File: src/rtl/ccp_pkg.sv
// constants and types for the codec clock and power control registers
package ccp_pkg;

	// register indices; byte address on the bus is four times the index
	localparam logic [5:0] CCP_IDX_HP_PWR   = 6'h0e;
	localparam logic [5:0] CCP_IDX_LINE_PWR = 6'h0f;
	localparam logic [5:0] CCP_IDX_CONV_PWR = 6'h12;
	localparam logic [5:0] CCP_IDX_TO_SCALE = 6'h14;
	localparam logic [5:0] CCP_IDX_RATIO    = 6'h15;
	localparam logic [5:0] CCP_IDX_CLK_SRC  = 6'h16;
	localparam int         CCP_NUM_REGS     = 6;

	// field positions
	localparam int CCP_POS_LEFT      = 1;
	localparam int CCP_POS_RIGHT     = 0;
	localparam int CCP_POS_DAC_LEFT  = 3;
	localparam int CCP_POS_DAC_RIGHT = 2;
	localparam int CCP_POS_ADC_LEFT  = 1;
	localparam int CCP_POS_ADC_RIGHT = 0;
	localparam int CCP_POS_DIV16     = 14;
	localparam int CCP_POS_X4        = 13;
	localparam int CCP_POS_MST_DIV   = 0;
	localparam int CCP_POS_RATIO_LO  = 10;
	localparam int CCP_POS_RATE_LO   = 0;
	localparam int CCP_POS_MST_INV   = 15;
	localparam int CCP_POS_SRC       = 14;
	localparam int CCP_POS_HALF_BYP  = 12;
	localparam int CCP_POS_PIN_CLK   = 3;
	localparam int CCP_POS_CORE_GATE = 2;
	localparam int CCP_POS_DSP_GATE  = 1;
	localparam int CCP_POS_TO_ENA    = 0;

	// reset values of the multi-bit fields
	localparam logic [3:0] CCP_RST_RATIO = 4'h3;
	localparam logic [2:0] CCP_RST_RATE  = 3'h5;

	// core clock to sample rate ratios, indexed by code
	localparam logic [3:0]        CCP_RATIO_LAST = 4'h9;
	localparam logic [9:0][10:0]  CCP_RATIO_TBL  = {
		11'h600, 11'h580, 11'h400, 11'h300, 11'h200,
		11'h180, 11'h100, 11'h0c0, 11'h080, 11'h040};
	localparam logic [2:0] CCP_RATE_LAST = 3'h5;

	// timeout clock scaling factors
	localparam logic [5:0] CCP_TO_DIV_ONE     = 6'h01;
	localparam logic [5:0] CCP_TO_DIV_SIXTEEN = 6'h10;
	localparam logic [2:0] CCP_TO_MUL_ONE     = 3'h1;
	localparam logic [2:0] CCP_TO_MUL_FOUR    = 3'h4;

	typedef struct packed {
		logic       left_headphone_enable;
		logic       right_headphone_enable;
		logic       left_line_out_enable;
		logic       right_line_out_enable;
		logic       left_dac_power;
		logic       right_dac_power;
		logic       left_adc_power;
		logic       right_adc_power;
		logic       timeout_div_sixteen;
		logic       timeout_mult_four;
		logic       core_clock_div_two;
		logic [3:0] core_to_fs_ratio;
		logic [2:0] sample_rate;
		logic       master_clock_invert;
		logic       core_clock_source;
		logic       timeout_half_bypass;
		logic       pin_clock_out_enable;
		logic       core_clock_gate;
		logic       dsp_clock_gate;
		logic       timeout_clock_enable;
	} ccp_ctrl_t;

	typedef struct packed {
		logic [10:0] ratio_value;
		logic        ratio_valid;
		logic        rate_valid;
		logic [5:0]  timeout_divisor;
		logic [2:0]  timeout_multiplier;
	} ccp_derived_t;

endpackage

File: src/rtl/ccp_regs.sv
// codec clock and power control registers behind an apb slave
// Summary of operation
// - Left and right headphone drivers are enabled by bits 1 and 0 of the headphone register, reset off.
// - Left and right line outputs are enabled by bits 1 and 0 of the line-output register, reset off.
// - Left and right DACs are enabled by bits 3 and 2 of the converter register, reset off.
// - Left and right ADCs are enabled by bits 1 and 0 of the converter register, reset off.
// - Clock-source bit 14 picks master clock or locked loop, and scaling bit 0 halves the master clock.
// - Scaling bit 14 divides the timeout clock by 16 and scaling bit 13 multiplies it by 4.
// - Clock-source bit 12 at 0 halves the timeout clock and at 1 passes it through, reset 0.
// - Bits 13:10 of the ratio register select a core to sample rate ratio of 64 to 1536, reset 0011.
// - Bits 2:0 of the ratio register select the sample rate, reset 101, with 110 and 111 reserved.
// - Clock-source bit 15 inverts the master clock, reset off.
// - Clock-source bit 3 enables the clock output on the general-purpose pin, reset off.
// - Clock-source bit 0 enables the zero-cross timeout clock, reset off.
`timescale 1ns/1ps
`default_nettype none

module ccp_regs (
	input  wire logic                  pclk,
	input  wire logic                  presetn,
	input  wire logic                  psel,
	input  wire logic                  penable,
	input  wire logic                  pwrite,
	input  wire logic [7:0]            paddr,
	input  wire logic [31:0]           pwdata,
	output logic                       pready,
	output logic [31:0]                prdata,
	output logic                       pslverr,
	output ccp_pkg::ccp_ctrl_t         ctrl,
	output ccp_pkg::ccp_derived_t      derived
);

	ccp_pkg::ccp_ctrl_t    ctrl_ff;
	ccp_pkg::ccp_derived_t derived_ff;
	ccp_pkg::ccp_derived_t nxt_derived;
	logic                  pready_ff;
	logic [31:0]           prdata_ff;
	logic [31:0]           nxt_prdata;
	logic                  pslverr_ff;
	logic [5:0]            idx;
	logic                  aligned;
	logic                  hit_hp;
	logic                  hit_line;
	logic                  hit_conv;
	logic                  hit_scale;
	logic                  hit_ratio;
	logic                  hit_src;
	logic                  mapped;
	logic                  done;
	logic                  wr;

	assign idx       = paddr[7:2];
	assign aligned   = (paddr[1:0] == 2'h0);
	assign hit_hp    = aligned && (idx == ccp_pkg::CCP_IDX_HP_PWR);
	assign hit_line  = aligned && (idx == ccp_pkg::CCP_IDX_LINE_PWR);
	assign hit_conv  = aligned && (idx == ccp_pkg::CCP_IDX_CONV_PWR);
	assign hit_scale = aligned && (idx == ccp_pkg::CCP_IDX_TO_SCALE);
	assign hit_ratio = aligned && (idx == ccp_pkg::CCP_IDX_RATIO);
	assign hit_src   = aligned && (idx == ccp_pkg::CCP_IDX_CLK_SRC);
	assign mapped    = hit_hp | hit_line | hit_conv | hit_scale | hit_ratio | hit_src;
	// pready is registered, so every transfer takes one wait state
	assign done      = psel && penable && pready_ff;
	assign wr        = done && pwrite;

	// bus handshake
	always_ff @(posedge pclk or negedge presetn) begin
		if (!presetn) begin
			pready_ff  <= 1'b0;
			pslverr_ff <= 1'b0;
			prdata_ff  <= 32'h0000_0000;
		end else begin
			pready_ff  <= psel && penable && !pready_ff;
			pslverr_ff <= psel && penable && !pready_ff && !mapped;
			prdata_ff  <= (psel && penable && !pready_ff && !pwrite) ? nxt_prdata : 32'h0000_0000;
		end
	end

	// read mux; unmapped addresses and reserved bits read zero
	always_comb begin
		nxt_prdata = 32'h0000_0000;
		if (hit_hp) begin
			nxt_prdata[ccp_pkg::CCP_POS_LEFT]  = ctrl_ff.left_headphone_enable;
			nxt_prdata[ccp_pkg::CCP_POS_RIGHT] = ctrl_ff.right_headphone_enable;
		end
		if (hit_line) begin
			nxt_prdata[ccp_pkg::CCP_POS_LEFT]  = ctrl_ff.left_line_out_enable;
			nxt_prdata[ccp_pkg::CCP_POS_RIGHT] = ctrl_ff.right_line_out_enable;
		end
		if (hit_conv) begin
			nxt_prdata[ccp_pkg::CCP_POS_DAC_LEFT]  = ctrl_ff.left_dac_power;
			nxt_prdata[ccp_pkg::CCP_POS_DAC_RIGHT] = ctrl_ff.right_dac_power;
			nxt_prdata[ccp_pkg::CCP_POS_ADC_LEFT]  = ctrl_ff.left_adc_power;
			nxt_prdata[ccp_pkg::CCP_POS_ADC_RIGHT] = ctrl_ff.right_adc_power;
		end
		if (hit_scale) begin
			nxt_prdata[ccp_pkg::CCP_POS_DIV16]    = ctrl_ff.timeout_div_sixteen;
			nxt_prdata[ccp_pkg::CCP_POS_X4]       = ctrl_ff.timeout_mult_four;
			nxt_prdata[ccp_pkg::CCP_POS_MST_DIV]  = ctrl_ff.core_clock_div_two;
		end
		if (hit_ratio) begin
			nxt_prdata[ccp_pkg::CCP_POS_RATIO_LO +: 4] = ctrl_ff.core_to_fs_ratio;
			nxt_prdata[ccp_pkg::CCP_POS_RATE_LO +: 3]  = ctrl_ff.sample_rate;
		end
		if (hit_src) begin
			nxt_prdata[ccp_pkg::CCP_POS_MST_INV]   = ctrl_ff.master_clock_invert;
			nxt_prdata[ccp_pkg::CCP_POS_SRC]       = ctrl_ff.core_clock_source;
			nxt_prdata[ccp_pkg::CCP_POS_HALF_BYP]  = ctrl_ff.timeout_half_bypass;
			nxt_prdata[ccp_pkg::CCP_POS_PIN_CLK]   = ctrl_ff.pin_clock_out_enable;
			nxt_prdata[ccp_pkg::CCP_POS_CORE_GATE] = ctrl_ff.core_clock_gate;
			nxt_prdata[ccp_pkg::CCP_POS_DSP_GATE]  = ctrl_ff.dsp_clock_gate;
			nxt_prdata[ccp_pkg::CCP_POS_TO_ENA]    = ctrl_ff.timeout_clock_enable;
		end
	end

	// headphone power
	always_ff @(posedge pclk or negedge presetn) begin
		if (!presetn) begin
			ctrl_ff.left_headphone_enable  <= 1'b0;
			ctrl_ff.right_headphone_enable <= 1'b0;
		end else if (wr && hit_hp) begin
			ctrl_ff.left_headphone_enable  <= pwdata[ccp_pkg::CCP_POS_LEFT];
			ctrl_ff.right_headphone_enable <= pwdata[ccp_pkg::CCP_POS_RIGHT];
		end
	end

	// line output power
	always_ff @(posedge pclk or negedge presetn) begin
		if (!presetn) begin
			ctrl_ff.left_line_out_enable  <= 1'b0;
			ctrl_ff.right_line_out_enable <= 1'b0;
		end else if (wr && hit_line) begin
			ctrl_ff.left_line_out_enable  <= pwdata[ccp_pkg::CCP_POS_LEFT];
			ctrl_ff.right_line_out_enable <= pwdata[ccp_pkg::CCP_POS_RIGHT];
		end
	end

	// converter power
	always_ff @(posedge pclk or negedge presetn) begin
		if (!presetn) begin
			ctrl_ff.left_dac_power  <= 1'b0;
			ctrl_ff.right_dac_power <= 1'b0;
			ctrl_ff.left_adc_power  <= 1'b0;
			ctrl_ff.right_adc_power <= 1'b0;
		end else if (wr && hit_conv) begin
			ctrl_ff.left_dac_power  <= pwdata[ccp_pkg::CCP_POS_DAC_LEFT];
			ctrl_ff.right_dac_power <= pwdata[ccp_pkg::CCP_POS_DAC_RIGHT];
			ctrl_ff.left_adc_power  <= pwdata[ccp_pkg::CCP_POS_ADC_LEFT];
			ctrl_ff.right_adc_power <= pwdata[ccp_pkg::CCP_POS_ADC_RIGHT];
		end
	end

	// timeout scaling and master clock halving
	always_ff @(posedge pclk or negedge presetn) begin
		if (!presetn) begin
			ctrl_ff.timeout_div_sixteen <= 1'b0;
			ctrl_ff.timeout_mult_four   <= 1'b0;
			ctrl_ff.core_clock_div_two  <= 1'b0;
		end else if (wr && hit_scale) begin
			ctrl_ff.timeout_div_sixteen <= pwdata[ccp_pkg::CCP_POS_DIV16];
			ctrl_ff.timeout_mult_four   <= pwdata[ccp_pkg::CCP_POS_X4];
			ctrl_ff.core_clock_div_two  <= pwdata[ccp_pkg::CCP_POS_MST_DIV];
		end
	end

	// ratio and sample rate; reserved codes are stored and flagged, not refused
	always_ff @(posedge pclk or negedge presetn) begin
		if (!presetn) begin
			ctrl_ff.core_to_fs_ratio <= ccp_pkg::CCP_RST_RATIO;
			ctrl_ff.sample_rate      <= ccp_pkg::CCP_RST_RATE;
		end else if (wr && hit_ratio) begin
			ctrl_ff.core_to_fs_ratio <= pwdata[ccp_pkg::CCP_POS_RATIO_LO +: 4];
			ctrl_ff.sample_rate      <= pwdata[ccp_pkg::CCP_POS_RATE_LO +: 3];
		end
	end

	// clock source, inversion and gates
	always_ff @(posedge pclk or negedge presetn) begin
		if (!presetn) begin
			ctrl_ff.master_clock_invert  <= 1'b0;
			ctrl_ff.core_clock_source    <= 1'b0;
			ctrl_ff.timeout_half_bypass  <= 1'b0;
			ctrl_ff.pin_clock_out_enable <= 1'b0;
			ctrl_ff.core_clock_gate      <= 1'b0;
			ctrl_ff.dsp_clock_gate       <= 1'b0;
			ctrl_ff.timeout_clock_enable <= 1'b0;
		end else if (wr && hit_src) begin
			ctrl_ff.master_clock_invert  <= pwdata[ccp_pkg::CCP_POS_MST_INV];
			ctrl_ff.core_clock_source    <= pwdata[ccp_pkg::CCP_POS_SRC];
			ctrl_ff.timeout_half_bypass  <= pwdata[ccp_pkg::CCP_POS_HALF_BYP];
			ctrl_ff.pin_clock_out_enable <= pwdata[ccp_pkg::CCP_POS_PIN_CLK];
			ctrl_ff.core_clock_gate      <= pwdata[ccp_pkg::CCP_POS_CORE_GATE];
			ctrl_ff.dsp_clock_gate       <= pwdata[ccp_pkg::CCP_POS_DSP_GATE];
			ctrl_ff.timeout_clock_enable <= pwdata[ccp_pkg::CCP_POS_TO_ENA];
		end
	end

	// decoded clocking figures, one cycle behind the register fields
	always_comb begin
		nxt_derived             = '0;
		nxt_derived.ratio_valid = (ctrl_ff.core_to_fs_ratio <= ccp_pkg::CCP_RATIO_LAST);
		if (nxt_derived.ratio_valid) begin
			nxt_derived.ratio_value = ccp_pkg::CCP_RATIO_TBL[ctrl_ff.core_to_fs_ratio];
		end
		nxt_derived.rate_valid = (ctrl_ff.sample_rate <= ccp_pkg::CCP_RATE_LAST);
		// divide by 16 and by 2 stack; a disabled timeout clock reports zero
		if (ctrl_ff.timeout_clock_enable) begin
			nxt_derived.timeout_divisor = (ctrl_ff.timeout_div_sixteen ?
				ccp_pkg::CCP_TO_DIV_SIXTEEN : ccp_pkg::CCP_TO_DIV_ONE) <<
				(ctrl_ff.timeout_half_bypass ? 1'b0 : 1'b1);
			nxt_derived.timeout_multiplier = ctrl_ff.timeout_mult_four ?
				ccp_pkg::CCP_TO_MUL_FOUR : ccp_pkg::CCP_TO_MUL_ONE;
		end
	end

	always_ff @(posedge pclk or negedge presetn) begin
		if (!presetn) begin
			derived_ff <= '0;
		end else begin
			derived_ff <= nxt_derived;
		end
	end

	assign pready  = pready_ff;
	assign prdata  = prdata_ff;
	assign pslverr = pslverr_ff;
	assign ctrl    = ctrl_ff;
	assign derived = derived_ff;

	// helper state for the checks below
	logic        wr_q_ff;
	logic [5:0]  idx_q_ff;
	logic [31:0] wdata_q_ff;

	always_ff @(posedge pclk or negedge presetn) begin
		if (!presetn) begin
			wr_q_ff    <= 1'b0;
			idx_q_ff   <= 6'h00;
			wdata_q_ff <= 32'h0000_0000;
		end else begin
			wr_q_ff    <= wr && aligned;
			idx_q_ff   <= idx;
			wdata_q_ff <= pwdata;
		end
	end
endmodule

`default_nettype wire

File: config.mk
export PLATFORM = sky130hd
export DESIGN_NAME = ccp_regs
export DESIGN_NICKNAME = d
export VERILOG_FILES = /design/src/rtl/ccp_pkg.sv /design/src/rtl/ccp_regs.sv
export SDC_FILE = /design/constraint.sdc
export NUM_CORES = 1
export LEC_CHECK = 0
export BUFFER_PORTS_ARGS = -buffer_cell sky130_fd_sc_hd__buf_2
export CELL_PAD_IN_SITES_DETAIL_PLACEMENT = 0
export CELL_PAD_IN_SITES_GLOBAL_PLACEMENT = 1
export CORE_UTILIZATION = 31
export CTS_BUF_LIST = sky130_fd_sc_hd__clkbuf_8
export CTS_CLUSTER_SIZE = 25
export DETAILED_ROUTE_END_ITERATION = 10
export GPL_TIMING_DRIVEN = 0
export PLACE_DENSITY = 0.82
export SYNTH_ARGS = -nofsm -noshare
export SYNTH_HDL_FRONTEND = slang
export SYNTH_SLANG_ARGS = --single-unit
File: constraint.sdc
create_clock -name pclk -period 1.6 [get_ports pclk]
set_input_delay 0 -clock pclk [delete_from_list [all_inputs] [get_ports pclk]]
set_output_delay 0 -clock pclk [all_outputs]
set_load 0.02 [all_outputs]
==> flow_summary.toml <==
[sta]
finalWorstSetupSlack_ps = 15.6
hold_slack_ps = 20.3
worst_slew_pin_slew_ps = 1090
finClkSkew_ps = 4.65
tns_ps = 0
final_max_slew_viol_count = 0
rsz0062_at_grt = "yes"
share_of_the_cycle_needed_by_the_critical_path_after_routing = 0.990
layout_min_cycle_time_ps = 1580
fmax_mhz = 631
timing.slew.headroom = 0.271
timing_hold_violations_final = 0
setup_violations = 0

[grt]
globalRouteOverflowTotal = 0
first_global_vias = 1809
grt_start_max_net_pins = 51
antenna_violations_before_repair = 0
globalRouteTotalUtil = 0.139
first_pass_grt_wire_length_um = 9000

[worst_setup_path]
setup.worst_path.start_class = "flop"
regToRegSetupSlack_ps = 20
critPathMaxStageDelay_ps = 390
critical_path.endpoint_type = "flop"
path_class = "flop to flop"
timing.critical_path.arrival_ps = 1770
most_frequent_cp_cell = "sky130_fd_sc_hd__buf_6"
critical-path-slowest-cell = "sky130_fd_sc_hd__dfrtp_2"
timing.critical_path.max_delay_family = "simple AND/OR/NAND/NOR gates"
cp_cell_sequence = "nand4_1 > buf_6 > or3_1 > buf_6 > mux2_4"
cp_data_required_time_ps = 1790
path_max_fanout = 7
critical_path.n_buffers_inverters = 2

[cts]
clk_latency_ps = 300
htree_num_levels = 2
clock_sink_count = 50
clk_pin_slew_ps = 80
cts_buffers = 5
tritoncts = "done"
clock_tree.buffer_depth = 2
root_buffer = "sky130_fd_sc_hd__clkbuf_8"

[synthesis]
synth.top_cells.by_area = "sky130_fd_sc_hd__dfrtp_1 47%, sky130_fd_sc_hd__buf_4 9.6%, sky130_fd_sc_hd__mux2_2 8.8%"
synth-edff-count = 0
synth.avg_cell_area_um2 = 12.0
ys.flop_type = "sky130_fd_sc_hd__dfrtp_1"
ys_warn_count = 0
synth-async-reset-ratio = 1.00
synth-seq-area-share = 0.518
synthCells = 202
synth.lib_cells_used.distinct = 44
synth_top_area_cell = "sky130_fd_sc_hd__dfrtp_1"
synth_largest_type_area_fraction = 0.475
flops_latches_synth = 50
syn_area_um2 = 2420

[routing]
detailroute.via_count = 1841
routedWlPerCell_um = 13.0
drt-total-wl_um = 5600
drt-pass1-iter-count = 4
ant_nets = 0
via_per_inst = 4.27
drtIter0Drc = 67
route.detailed.drc = 0

[finish]
drive_gt1_frac = 0.494
final_area_um2 = 3400
num-nets-final = 380
finalCoreUtilization = 0.460
area_growth_syn_to_layout_pct = 40.4
antenna_cells = 0

[floorplanning]
width_of_the_chip_um = 90.4
design.die.area_um2 = 8180
io_pins = 126
die-height_um = 90.4
rows = 31
initial_core_util = 0.327
placeableCoreArea_um2 = 7410

[worst_hold_path]
worst_hold_path_type = "input port to flop"

[pwr]
cellPowerDensity_nw_per_um2 = 683
leakage_dissipation_nw = 1.84
ir_worst_vdd_mv = 0.288

[place]
detailedPlace.worstSlack_ps = -515
placement.cell_area_um2 = 3050
hpwlAfterDp_um = 3990
gp_congestion = 0.771
port_buffers = 71

[run]
maxCapViolations = 0

[outcome]
status = "complete, no violations"
-- state kept, by name, summed over array words and instances (netlist names) --
name     flops
pready       1
prdata      10
ctrl        25
derived     13
pslverr      1
-- path summary, 6_finish.rpt --
path | start | endpoint | depth (start not counted)
hold / removal | pwdata[0] | ctrl[7] | 2
min in group asynchronous | presetn | derived[17] | 2
setup reg to reg | pready | ctrl[6] | 5
setup / recovery | pready | ctrl[6] | 5
hold reg to reg | ctrl[9] | derived[9] | 1
max in group asynchronous | presetn | pready | 2
-- placed cells by master (no fill, tap or decap), types with 2 or more instances in the layout --
master / instances
sky130_fd_sc_hd__nor4_1: 5
sky130_fd_sc_hd__nor3_1: 5
sky130_fd_sc_hd__buf_4: 39
sky130_fd_sc_hd__nand2_1: 7
sky130_fd_sc_hd__conb_1: 31
sky130_fd_sc_hd__buf_6: 4
sky130_fd_sc_hd__mux2i_1: 6
sky130_fd_sc_hd__dfrtp_1: 45
sky130_fd_sc_hd__clkbuf_1: 2
sky130_fd_sc_hd__o21ai_0: 2
sky130_fd_sc_hd__mux2_4: 12
sky130_fd_sc_hd__nor2_1: 7
sky130_fd_sc_hd__nor4b_4: 2
sky130_fd_sc_hd__dlygate4sd3_1: 14
sky130_fd_sc_hd__nor3b_1: 2
sky130_fd_sc_hd__and2_1: 3
sky130_fd_sc_hd__a22oi_1: 2
sky130_fd_sc_hd__nor2b_1: 4
sky130_fd_sc_hd__clkbuf_8: 6
sky130_fd_sc_hd__ha_1: 4
sky130_fd_sc_hd__dfstp_2: 4
sky130_fd_sc_hd__a21oi_1: 5
sky130_fd_sc_hd__or3_1: 3
sky130_fd_sc_hd__buf_2: 71
sky130_fd_sc_hd__mux2_2: 14
sky130_fd_sc_hd__and3_1: 2
sky130_fd_sc_hd__inv_1: 6
-- report_power, final --
| group | internal [mW] | total [mW] | switching (mW) |
|---|---|---|---|
| Clock | 0.348 | 0.755 | 0.408 |
| Combinational | 0.127 | 0.295 | 0.168 |
| Sequential | 1.27 | 1.27 | 0.00429 |
-- metal layers --
layer,GRT usage,part of all wire
met3,0.0311,0.055
met1,0.179,0.45
met4,0.0363,0.011
met5,0,0
met2,0.236,0.48
-- cell families after synthesis --
group	share of synthesized area
flops	0.518
mux	0.156
simple gates	0.123
fa+ha+maj	0.0206
other cells	0.00155
compound gates	0.0588
buf+inv	0.122
-- stage by stage --
step                      total power [mW]  cells
after floorplan                       1.47    232
after detailed placement              1.55    402
final                                 2.32    431
after CTS                             2.34    427
after global routing                  2.43    431
after global placement                1.55    402
-- final cells by class --
class / count / area, um^2
flip-flops and latches: 50 / 1260
multi-input cells: 137 / 1060
clock buffers: 6 / 82.6
repair buffers: 94 / 573
plain buffers: 37 / 272
inverters: 6 / 22.5
fillers: 726 / 4000
well taps: 99 / 124
clock inverters: 2 / 12.5
-- what timing repair did --
item                                    4_1_cts  5_1_grt
cloned                                        0        0
pin swaps                                     3        1
gates resized for setup                       5        8
endpoints found under the hold margin        68        0
setup buffers                                 4        5
endpoints found under the setup margin       30       25
hold buffers                                 14        0
-- synth_stat cells, drive strengths merged, types with 2 or more instances --
library cell,number
dfrtp,46
buf,35
mux2,26
nand2,7
nor2,7
inv,6
mux2i,6
nor3,6
a21oi,5
nor4,5
clkbuf,4
dfstp,4
ha,4
nor2b,4
or3,4
and2,3
o21ai,3
a22oi,2
and3,2
nor3b,2
nor4b,2
or3b,2
Note: power is estimated with default switching activity, not from simulation.
